==> src/hdl/pdpa_defines.vh <==
// Shared constants for the pending-data poll and acknowledgment logic.
// Assumes inclusion by bare name from the core design file of this block.
`ifndef PDPA_DEFINES_VH
`define PDPA_DEFINES_VH

// ==========================================================
// Frame types as reported by the receive filter
`define PDPA_FT_BEACON 3'h0
`define PDPA_FT_DATA 3'h1
`define PDPA_FT_ACK 3'h2
`define PDPA_FT_CMD 3'h3

// ==========================================================
// Kinds of frame this block asks the transmitter to send
`define PDPA_K_ACK 2'h0
`define PDPA_K_DREQ 2'h1
`define PDPA_K_DATA 2'h2
`define PDPA_K_EMPTY 2'h3

// ==========================================================
// Poll confirm status codes
`define PDPA_ST_DATA 2'h0
`define PDPA_ST_NODATA 2'h1
`define PDPA_ST_NOACK 2'h2

// ==========================================================
// Requester states
`define PDPA_RQ_IDLE 2'h0
`define PDPA_RQ_TX 2'h1
`define PDPA_RQ_WAIT 2'h2

// ==========================================================
// Responder (acknowledgment and follow-up) states
`define PDPA_AP_IDLE 3'h0
`define PDPA_AP_TURN 3'h1
`define PDPA_AP_SEND 3'h2
`define PDPA_AP_FTURN 3'h3
`define PDPA_AP_FSEND 3'h4

// ==========================================================
// Field widths and reset values
`define PDPA_SEQ_W 8
`define PDPA_SEC_LVL_W 3
`define PDPA_KEY_MODE_W 2
`define PDPA_KEY_SRC_W 64
`define PDPA_KEY_IDX_W 8
`define PDPA_CNT_RST 1'b0

`endif

==> src/hdl/pdpa_core.v <==
// Poll, data request, acknowledgment and pending-data follow-up logic of a low-rate MAC.
// Assumes frame events arrive as one-cycle strobes from filtered receive and transmit paths.
//
// What this block does
// - Beacon lists us, auto request: send request
// - Poll request from above sends data request
// - Request after response wait following acknowledgment
// - Omit destination when addressed to PAN coordinator
// - Poll security for polls, stored otherwise
// - Coordinator acknowledges each data request received while the responder is idle
// - Pending bit from queue, else one
// - Pending bit clear means no data
// - Pending set: receive at most total wait
// - Send queued data, else empty unacknowledged frame
// - Skip backoff only on boundary window with room
// - No resend of follow-up; await new request
// - Timeout or empty payload means no data
// - Acknowledge coordinator data that asks for it
// - Pending bit in data means more queued
// - Beacons, acknowledgments, broadcasts never request acknowledgment
// - No acknowledgment for unrequested; originator assumes success
// - Acknowledgment carries the acknowledged sequence number
// - Outside contention period: acknowledge exactly after interframe
// - Contention period: interframe or boundary window
// - Poll confirm immediately, or after data arrives
`default_nettype none
`include "pdpa_defines.vh"

module pdpa_core #(
  parameter CW = 16
) (
  input wire i_sys_clk,
  input wire i_rst_b,
  input wire i_sym_tick,
  input wire i_bo_boundary,
  input wire i_beacon_enabled,
  input wire i_in_cap,
  input wire i_cap_room_ok,
  input wire i_auto_request,
  input wire i_scan_active,
  input wire i_dst_is_pan_coord,
  input wire [CW-1:0] i_sifs_syms,
  input wire [CW-1:0] i_unit_bo_syms,
  input wire [CW-1:0] i_resp_wait_syms,
  input wire [CW-1:0] i_max_wait_syms,
  input wire [`PDPA_SEQ_W-1:0] i_dsn,
  input wire i_bcn_valid,
  input wire i_bcn_addr_pending,
  input wire i_poll_req,
  input wire [`PDPA_SEC_LVL_W-1:0] i_poll_sec_level,
  input wire [`PDPA_KEY_MODE_W-1:0] i_poll_key_mode,
  input wire [`PDPA_KEY_SRC_W-1:0] i_poll_key_src,
  input wire [`PDPA_KEY_IDX_W-1:0] i_poll_key_idx,
  input wire [`PDPA_SEC_LVL_W-1:0] i_auto_sec_level,
  input wire [`PDPA_KEY_MODE_W-1:0] i_auto_key_mode,
  input wire [`PDPA_KEY_SRC_W-1:0] i_auto_key_src,
  input wire [`PDPA_KEY_IDX_W-1:0] i_auto_key_idx,
  input wire i_cmd_ack_rx,
  input wire i_rx_done,
  input wire [2:0] i_rx_type,
  input wire i_rx_ar,
  input wire i_rx_fp,
  input wire i_rx_bcast,
  input wire i_rx_empty,
  input wire i_rx_is_dreq,
  input wire i_rx_from_coord,
  input wire [`PDPA_SEQ_W-1:0] i_rx_seq,
  input wire i_q_decided,
  input wire i_q_has_data,
  input wire i_q_data_ar,
  input wire i_tx_done,
  input wire i_ack_rx,
  input wire i_ack_fp,
  input wire i_ack_timeout,
  output reg o_tx_start,
  output reg [1:0] o_tx_kind,
  output reg o_tx_ar,
  output reg o_tx_fp,
  output reg [`PDPA_SEQ_W-1:0] o_tx_seq,
  output reg o_tx_csma,
  output reg o_tx_omit_dst,
  output reg [`PDPA_SEC_LVL_W-1:0] o_sec_level,
  output reg [`PDPA_KEY_MODE_W-1:0] o_sec_key_mode,
  output reg [`PDPA_KEY_SRC_W-1:0] o_sec_key_src,
  output reg [`PDPA_KEY_IDX_W-1:0] o_sec_key_idx,
  output reg o_tx_ok,
  output reg o_rx_enable,
  output reg o_poll_confirm,
  output reg [1:0] o_poll_status,
  output reg o_data_ind,
  output reg o_no_data,
  output reg o_more_pending
);

  // ==========================================================
  // State
  reg [1:0] rq_state;
  reg [2:0] ap_state;
  reg pend;
  reg pend_poll;
  reg cur_poll;
  reg ind_due;
  reg ack_is_dreq;
  reg [`PDPA_SEQ_W-1:0] ack_seq;
  reg ack_fp;

  wire [CW:0] turn_sum = i_sifs_syms + i_unit_bo_syms;
  wire [CW-1:0] turn_len = turn_sum[CW-1:0];
  wire [CW-1:0] tc_count;
  wire tc_run;
  wire tc_expire;
  wire tw_expire;
  wire tr_expire;

  // ==========================================================
  // Decodes
  wire cap_mode = i_beacon_enabled & i_in_cap;
  wire rx_acked_type = (i_rx_type == `PDPA_FT_DATA) | (i_rx_type == `PDPA_FT_CMD);
  // Broadcasts and frames without the request flag get no reply
  wire ack_ok = i_rx_done & i_rx_ar & ~i_rx_bcast & rx_acked_type & (ap_state == `PDPA_AP_IDLE);
  wire in_window = tc_run & (tc_count <= i_unit_bo_syms);
  wire ack_go = (ap_state == `PDPA_AP_TURN) &
    (cap_mode ? ((i_bo_boundary & in_window) | tc_expire)
              : ((tc_run & (tc_count == i_unit_bo_syms)) | tc_expire));
  // Direct send only inside a contention period with room for frame, spacing and reply
  wire fu_direct = (ap_state == `PDPA_AP_FTURN) & cap_mode & i_cap_room_ok & i_bo_boundary & in_window;
  wire fu_csma = (ap_state == `PDPA_AP_FTURN) & tc_expire & ~fu_direct;
  wire fu_go = fu_direct | fu_csma;
  wire tc_load = ack_ok | ((ap_state == `PDPA_AP_SEND) & i_tx_done & ack_is_dreq);
  wire bcn_trig = i_bcn_valid & i_bcn_addr_pending & i_auto_request & ~i_scan_active;
  // Requests in a beacon network wait for the contention period
  wire dreq_go = (rq_state == `PDPA_RQ_IDLE) & pend & (ap_state == `PDPA_AP_IDLE) & ~ack_ok &
    (i_in_cap | ~i_beacon_enabled);
  wire data_in = (rq_state == `PDPA_RQ_WAIT) & i_rx_done & i_rx_from_coord & (i_rx_type == `PDPA_FT_DATA);

  // ==========================================================
  // Symbol counters
  // Turnaround shared by acknowledgment and follow-up; responder does one at a time
  pdpa_symcnt #(.W(CW)) u_turn (
    .i_sys_clk(i_sys_clk),
    .i_rst_b(i_rst_b),
    .i_load(tc_load),
    .i_value(turn_len),
    .i_clear(ack_go | fu_go),
    .i_tick(i_sym_tick),
    .o_count(tc_count),
    .o_run(tc_run),
    .o_expire(tc_expire)
  );

  pdpa_symcnt #(.W(CW)) u_wait (
    .i_sys_clk(i_sys_clk),
    .i_rst_b(i_rst_b),
    .i_load((rq_state == `PDPA_RQ_TX) & i_ack_rx & i_ack_fp),
    .i_value(i_max_wait_syms),
    .i_clear(data_in),
    .i_tick(i_sym_tick),
    .o_count(),
    .o_run(),
    .o_expire(tw_expire)
  );

  pdpa_symcnt #(.W(CW)) u_resp (
    .i_sys_clk(i_sys_clk),
    .i_rst_b(i_rst_b),
    .i_load(i_cmd_ack_rx),
    .i_value(i_resp_wait_syms),
    .i_clear(1'b0),
    .i_tick(i_sym_tick),
    .o_count(),
    .o_run(),
    .o_expire(tr_expire)
  );

  // ==========================================================
  // Responder: acknowledgment then pending-data follow-up
  always @(posedge i_sys_clk or negedge i_rst_b)
  begin
    if (!i_rst_b)
    begin
      ap_state <= `PDPA_AP_IDLE;
      ack_is_dreq <= `PDPA_CNT_RST;
      ack_seq <= {`PDPA_SEQ_W{1'b0}};
      ack_fp <= `PDPA_CNT_RST;
    end
    else
    begin
      case (ap_state)
        `PDPA_AP_IDLE:
        begin
          if (ack_ok)
          begin
            ack_seq <= i_rx_seq;
            ack_is_dreq <= i_rx_is_dreq & (i_rx_type == `PDPA_FT_CMD);
            // Unknown queue state at reply time must promise data
            ack_fp <= i_rx_is_dreq & (i_q_decided ? i_q_has_data : 1'b1);
            ap_state <= `PDPA_AP_TURN;
          end
        end
        `PDPA_AP_TURN:
        begin
          if (ack_go)
          begin
            ap_state <= `PDPA_AP_SEND;
          end
        end
        `PDPA_AP_SEND:
        begin
          if (i_tx_done)
          begin
            ap_state <= ack_is_dreq ? `PDPA_AP_FTURN : `PDPA_AP_IDLE;
          end
        end
        `PDPA_AP_FTURN:
        begin
          if (fu_go)
          begin
            ap_state <= `PDPA_AP_FSEND;
          end
        end
        `PDPA_AP_FSEND:
        begin
          // A lost reply is not retried; only a new request restarts delivery
          if (i_tx_done)
          begin
            ap_state <= `PDPA_AP_IDLE;
          end
        end
        default:
        begin
          ap_state <= `PDPA_AP_IDLE;
        end
      endcase
    end
  end

  // ==========================================================
  // Requester
  always @(posedge i_sys_clk or negedge i_rst_b)
  begin
    if (!i_rst_b)
    begin
      rq_state <= `PDPA_RQ_IDLE;
      pend <= `PDPA_CNT_RST;
      pend_poll <= `PDPA_CNT_RST;
      cur_poll <= `PDPA_CNT_RST;
      ind_due <= `PDPA_CNT_RST;
      o_rx_enable <= 1'b0;
      o_poll_confirm <= 1'b0;
      o_poll_status <= `PDPA_ST_DATA;
      o_data_ind <= 1'b0;
      o_no_data <= 1'b0;
      o_more_pending <= 1'b0;
    end
    else
    begin
      o_poll_confirm <= 1'b0;
      o_data_ind <= ind_due;
      ind_due <= 1'b0;
      o_no_data <= 1'b0;
      // New triggers are latched even while a request is in flight
      if (i_poll_req)
      begin
        pend <= 1'b1;
        pend_poll <= 1'b1;
      end
      else if (bcn_trig | tr_expire)
      begin
        pend <= 1'b1;
        // A poll leaving now must not lend its keys to this automatic request
        if (dreq_go)
        begin
          pend_poll <= 1'b0;
        end
      end
      else if (dreq_go)
      begin
        pend <= 1'b0;
        pend_poll <= 1'b0;
      end
      case (rq_state)
        `PDPA_RQ_IDLE:
        begin
          if (dreq_go)
          begin
            cur_poll <= pend_poll;
            rq_state <= `PDPA_RQ_TX;
          end
        end
        `PDPA_RQ_TX:
        begin
          if (i_ack_rx)
          begin
            if (i_ack_fp)
            begin
              o_rx_enable <= 1'b1;
              rq_state <= `PDPA_RQ_WAIT;
            end
            else
            begin
              o_no_data <= 1'b1;
              o_more_pending <= 1'b0;
              o_poll_confirm <= cur_poll;
              o_poll_status <= `PDPA_ST_NODATA;
              rq_state <= `PDPA_RQ_IDLE;
            end
          end
          else if (i_ack_timeout)
          begin
            o_poll_confirm <= cur_poll;
            o_poll_status <= `PDPA_ST_NOACK;
            rq_state <= `PDPA_RQ_IDLE;
          end
        end
        `PDPA_RQ_WAIT:
        begin
          if (data_in)
          begin
            o_rx_enable <= 1'b0;
            o_more_pending <= i_rx_fp;
            o_poll_confirm <= cur_poll;
            if (i_rx_empty)
            begin
              o_no_data <= 1'b1;
              o_poll_status <= `PDPA_ST_NODATA;
            end
            else
            begin
              o_poll_status <= `PDPA_ST_DATA;
              ind_due <= 1'b1;
            end
            rq_state <= `PDPA_RQ_IDLE;
          end
          else if (tw_expire)
          begin
            o_rx_enable <= 1'b0;
            o_no_data <= 1'b1;
            o_poll_confirm <= cur_poll;
            o_poll_status <= `PDPA_ST_NODATA;
            rq_state <= `PDPA_RQ_IDLE;
          end
        end
        default:
        begin
          rq_state <= `PDPA_RQ_IDLE;
        end
      endcase
    end
  end

  // ==========================================================
  // Transmit request
  always @(posedge i_sys_clk or negedge i_rst_b)
  begin
    if (!i_rst_b)
    begin
      o_tx_start <= 1'b0;
      o_tx_kind <= `PDPA_K_ACK;
      o_tx_ar <= 1'b0;
      o_tx_fp <= 1'b0;
      o_tx_seq <= {`PDPA_SEQ_W{1'b0}};
      o_tx_csma <= 1'b0;
      o_tx_omit_dst <= 1'b0;
      o_sec_level <= {`PDPA_SEC_LVL_W{1'b0}};
      o_sec_key_mode <= {`PDPA_KEY_MODE_W{1'b0}};
      o_sec_key_src <= {`PDPA_KEY_SRC_W{1'b0}};
      o_sec_key_idx <= {`PDPA_KEY_IDX_W{1'b0}};
      o_tx_ok <= 1'b0;
    end
    else
    begin
      o_tx_start <= ack_go | fu_go | dreq_go;
      // Frames sent without the request flag count as delivered at end of air time
      o_tx_ok <= (i_tx_done & ~o_tx_ar) | ((rq_state == `PDPA_RQ_TX) & i_ack_rx);
      if (ack_go)
      begin
        o_tx_kind <= `PDPA_K_ACK;
        o_tx_ar <= 1'b0;
        o_tx_fp <= ack_fp;
        o_tx_seq <= ack_seq;
        o_tx_csma <= 1'b0;
        o_tx_omit_dst <= 1'b0;
      end
      else if (fu_go)
      begin
        o_tx_kind <= i_q_has_data ? `PDPA_K_DATA : `PDPA_K_EMPTY;
        o_tx_ar <= i_q_has_data & i_q_data_ar;
        o_tx_fp <= 1'b0;
        o_tx_seq <= i_dsn;
        o_tx_csma <= fu_csma;
        o_tx_omit_dst <= 1'b0;
      end
      else if (dreq_go)
      begin
        o_tx_kind <= `PDPA_K_DREQ;
        o_tx_ar <= 1'b1;
        o_tx_fp <= 1'b0;
        o_tx_seq <= i_dsn;
        o_tx_csma <= 1'b1;
        o_tx_omit_dst <= i_dst_is_pan_coord;
        o_sec_level <= pend_poll ? i_poll_sec_level : i_auto_sec_level;
        o_sec_key_mode <= pend_poll ? i_poll_key_mode : i_auto_key_mode;
        o_sec_key_src <= pend_poll ? i_poll_key_src : i_auto_key_src;
        o_sec_key_idx <= pend_poll ? i_poll_key_idx : i_auto_key_idx;
      end
    end
  end

endmodule // pdpa_core

`default_nettype wire

==> src/hdl/pdpa_symcnt.v <==
// Down-counter of symbol periods used for every timed window of the block.
// Assumes i_tick is a one-cycle strobe, one per symbol period.
`default_nettype none

module pdpa_symcnt #(
  parameter W = 16
) (
  input wire i_sys_clk,
  input wire i_rst_b,
  input wire i_load,
  input wire [W-1:0] i_value,
  input wire i_clear,
  input wire i_tick,
  output reg [W-1:0] o_count,
  output reg o_run,
  output reg o_expire
);

  // ==========================================================
  // Counter
  always @(posedge i_sys_clk or negedge i_rst_b)
  begin
    if (!i_rst_b)
    begin
      o_count <= {W{1'b0}};
      o_run <= 1'b0;
      o_expire <= 1'b0;
    end
    else
    begin
      o_expire <= 1'b0;
      if (i_clear)
      begin
        o_run <= 1'b0;
      end
      else if (i_load)
      begin
        o_count <= i_value;
        o_run <= 1'b1;
      end
      else if (o_run && i_tick)
      begin
        // A zero load still waits one tick so expiry is never missed
        if (o_count <= {{(W-1){1'b0}}, 1'b1})
        begin
          o_count <= {W{1'b0}};
          o_run <= 1'b0;
          o_expire <= 1'b1;
        end
        else
        begin
          o_count <= o_count - {{(W-1){1'b0}}, 1'b1};
        end
      end
    end
  end

endmodule // pdpa_symcnt

`default_nettype wire

==> config.mk <==
export PLATFORM = sky130hd
export DESIGN_NAME = pdpa_core
export DESIGN_NICKNAME = d
export VERILOG_FILES = /design/src/hdl/pdpa_core.v /design/src/hdl/pdpa_symcnt.v
export VERILOG_INCLUDE_DIRS = /design/src /design/src/hdl
export SDC_FILE = /design/constraint.sdc
export NUM_CORES = 1
export LEC_CHECK = 0
export ABC_AREA = 1
export BUFFER_PORTS_ARGS = -buffer_cell sky130_fd_sc_hd__buf_2
export CELL_PAD_IN_SITES_DETAIL_PLACEMENT = 0
export CELL_PAD_IN_SITES_GLOBAL_PLACEMENT = 1
export CORE_ASPECT_RATIO = 1.1
export CORE_UTILIZATION = 39
export DETAILED_ROUTE_END_ITERATION = 16
export PLACE_DENSITY = 0.95
export SLEW_MARGIN = 40
export SYNTH_ARGS = -nofsm -noshare
export SYNTH_HDL_FRONTEND = slang
export SYNTH_SLANG_ARGS = --single-unit
==> constraint.sdc <==
create_clock -name i_sys_clk -period 5.4 [get_ports i_sys_clk]
set_clock_uncertainty 0.05 [all_clocks]
set_input_delay 0 -clock i_sys_clk [delete_from_list [all_inputs] [get_ports i_sys_clk]]
set_output_delay 0 -clock i_sys_clk [all_outputs]
set_load 0.01 [all_outputs]
==> flow_summary.ini <==
[status]
status = completed

[die]
die_y_um = 172.5
rows = 62
coreArea_um2 = 26070
fp.dieW_um = 157.0
pin_count = 365
initial_utilization_pct = 39.53
dieArea_um2 = 27070

[timing]
fmax_ghz = 0.2946
setup_tns_ns = 0
setup_viol = 0
post-route-min-period_ns = 3.394
slew_violations = 0
maxSlewHeadroom_pct = 45.92
tightest_slew_ns = 0.8111
hold_ws_ns = 0.05768
rsz0062_at_grt = false
fin_crit_sh_pct = 62.85
timing.final.hold_violations = 0

[job]
max-cap-violations = 0

[place]
dp.final_hpwl_mm = 25.69
io_buffers = 364
gp_congestion = 0.8952
place_area_um2 = 12370

[synthesis]
synthArstFlopShare_pct = 100.0
yosys-top-cells-count = 345 x nand2_1, 242 x nor2_1, 173 x dfrtp_1
yosys_warnings = 0
syn_area_um2 = 10300
avgSynthCellArea_um2 = 7.571
syn_nets = 1667
synth_ff_type = dfrtp_1
synth-seq-cells = 173
synth_cell_types = 47
synth_area_leader_cell = dfrtp_1
synth_edf_count = 0
synth_area_leaders = dfrtp_1 42%, nand2_1 13%, nor2_1 8.8%
yosys.area.top_type_share_pct = 42.02
synthCells = 1361
seq_area_frac_synth_pct = 42.02
synth.most_common_cell = nand2_1

[drt]
drc = 0
drt_iter0_markers = 762
viasPerCell = 5.170
final_antenna_net_count = 0
num_vias = 11910
wl_mm = 37.93
drtPass1Iterations = 5
routedWlPerCell_um = 16.47

[clock_tree]
htree_levels = 4
clock_sinks = 173
cts-root-buf = clkbuf_16
clk_pin_slew_ns = 0.07
numCtsBuffers = 17
cts_setup_buffers = 0
clock_path_buffers = 2
clk_latency_ns = 0.44
cts_tree = yes

[layout]
nets = 2242
design_area_um2 = 15410
fillers = 2242
drive_above_1_share_pct = 22.11
final_core_util_pct = 59.13
syn_to_final_growth_pct = 49.57

[critical_path]
r2r_cells = 9
start_kind = flop
r2r_start = rq_state[1]
worstPathArrival_ns = 3.67
startpoint = rq_state[1]
required_ns = 5.67
crit_fanout = 101
worstSetupEndpointType = flop
crit_type = reg -> reg

[global_route]
grtUsageTotal_pct = 27.80
grt_use_met2_pct = 48.54
grt_max_degree = 102
first_global_vias = 11590
grt_overflow = 0
gr-usage-met1_pct = 30.45
grtUsageMet3_pct = 5.865
antenna_found_initial = 5
grt_pass1_wl_mm = 58.01
grt_busiest_layer = met2

[min_path]
hold_path_startpoint = i_sifs_syms[0]
hp-class = in -> reg
holdPathStages = 6

[power]
max-vdd-ir-drop_mv = 0.2535
p_per_area_nw_per_um2 = 470.9
leakage_nw = 7.904
power by group:
| part | total, mW | internal (mW) | switching [mW] |
|---|---|---|---|
| Clock | 1.28 | 0.754 | 0.530 |
| Sequential | 2.26 | 1.84 | 0.414 |
| Combinational | 3.72 | 1.68 | 2.04 |
kinds of logic (layout without fill, tap and decap cells):
family                     after synthesis  count (layout)  share of synthesized area (%)
AOI/OAI and AO/OA                      214             214                          13.41
adders and majority gates               41              41                          5.052
and+or+nand+nor                        735             735                          30.04
other                                    0               2                              0
xor gates and xnor gates                36              36                          3.060
buffers and inverters                  162             750                          6.424
DFF                                    173             173                          42.02
placed cells by master (no fill, tap or decap), types with 5 or more instances in the layout:
master and count:
a21oi_1 49, a22oi_1 8, buf_2 363, clkbuf_16 17
dfrtp_1 172, dlygate4sd3_1 242, ha_1 40, inv_1 99
inv_2 5, nand2_1 345, nand3_1 61, nand4_1 42
nor2_1 242, nor2_2 6, nor3_1 10, o211ai_1 12
o21ai_0 40, o21ai_1 6, o31ai_1 80, or2_2 7
xnor2_1 12, xor2_1 24
worst paths after layout:
path / to / slack, ns
hold / removal: u_turn.o_count[0] / 0.06
min in group asynchronous: u_wait.o_count[12] / 0.10
setup reg to reg: o_sec_key_src[63] / 2.01
max in group asynchronous: u_resp.o_count[5] / 4.11
setup / recovery: o_sec_key_src[63] / 2.01
hold reg to reg: o_data_ind / 0.33
per-layer routing:
layer / up-vias / share of wire [%]
met5: - / 0.12
met4: 6 / 6.5
met3: 146 / 6.0
met2: 522 / 49
met1: 5570 / 38
li1: 5662 / -
worst max-delay path, stage by stage (launching register included):
cell and delay (ns):
dfrtp_1 0.40, inv_1 0.09, ha_1 0.14, inv_1 0.06, a211oi_1 0.35, nand3_4 0.65
buf_6 0.54, nand2_1 0.21, o31ai_1 0.09, dlygate4sd3_1 0.58
per-stage QoR:
stage	power (mW)	worst slack (ns)	std cells
2_1_floorplan	4.120	3.454	1361
3_3_place_gp	5.092	2.452	2027
3_5_place_dp	5.178	2.570	2027
4_1_cts	7.149	2.080	2301
5_1_grt	7.731	1.693	2303
6_report	7.257	2.006	2303
final cells by class:
cell class	instances	area [um2]	area share (%)
multi-input cells	1026	5325	34.55
clock buffers	23	467.9	3.036
diodes	2	5.005	0.03248
inverters	106	399.1	2.590
well taps	352	440.4	2.858
repair buffers	612	4307	27.95
clock inverters	9	136.4	0.8850
flip-flops and latches	173	4330	28.10
state kept, by name (all words and copies together), names as in the netlist, 2 cells and up:
signal / cells
u_turn.o_count: 16
o_poll_status: 2
o_tx_seq: 8
u_wait.o_count: 16
o_sec_key_mode: 2
rq_state: 2
o_sec_key_idx: 8
o_tx_kind: 2
u_resp.o_count: 16
o_sec_level: 3
ack_seq: 8
o_sec_key_src: 64
ap_state: 3
timing repair:
item,CTS,global route
resized for setup,0,0
hold buffers,242,0
hold endpoints to repair,217,0
endpoints found under the setup margin,0,0
Note: power is estimated with default switching activity, not from simulation.
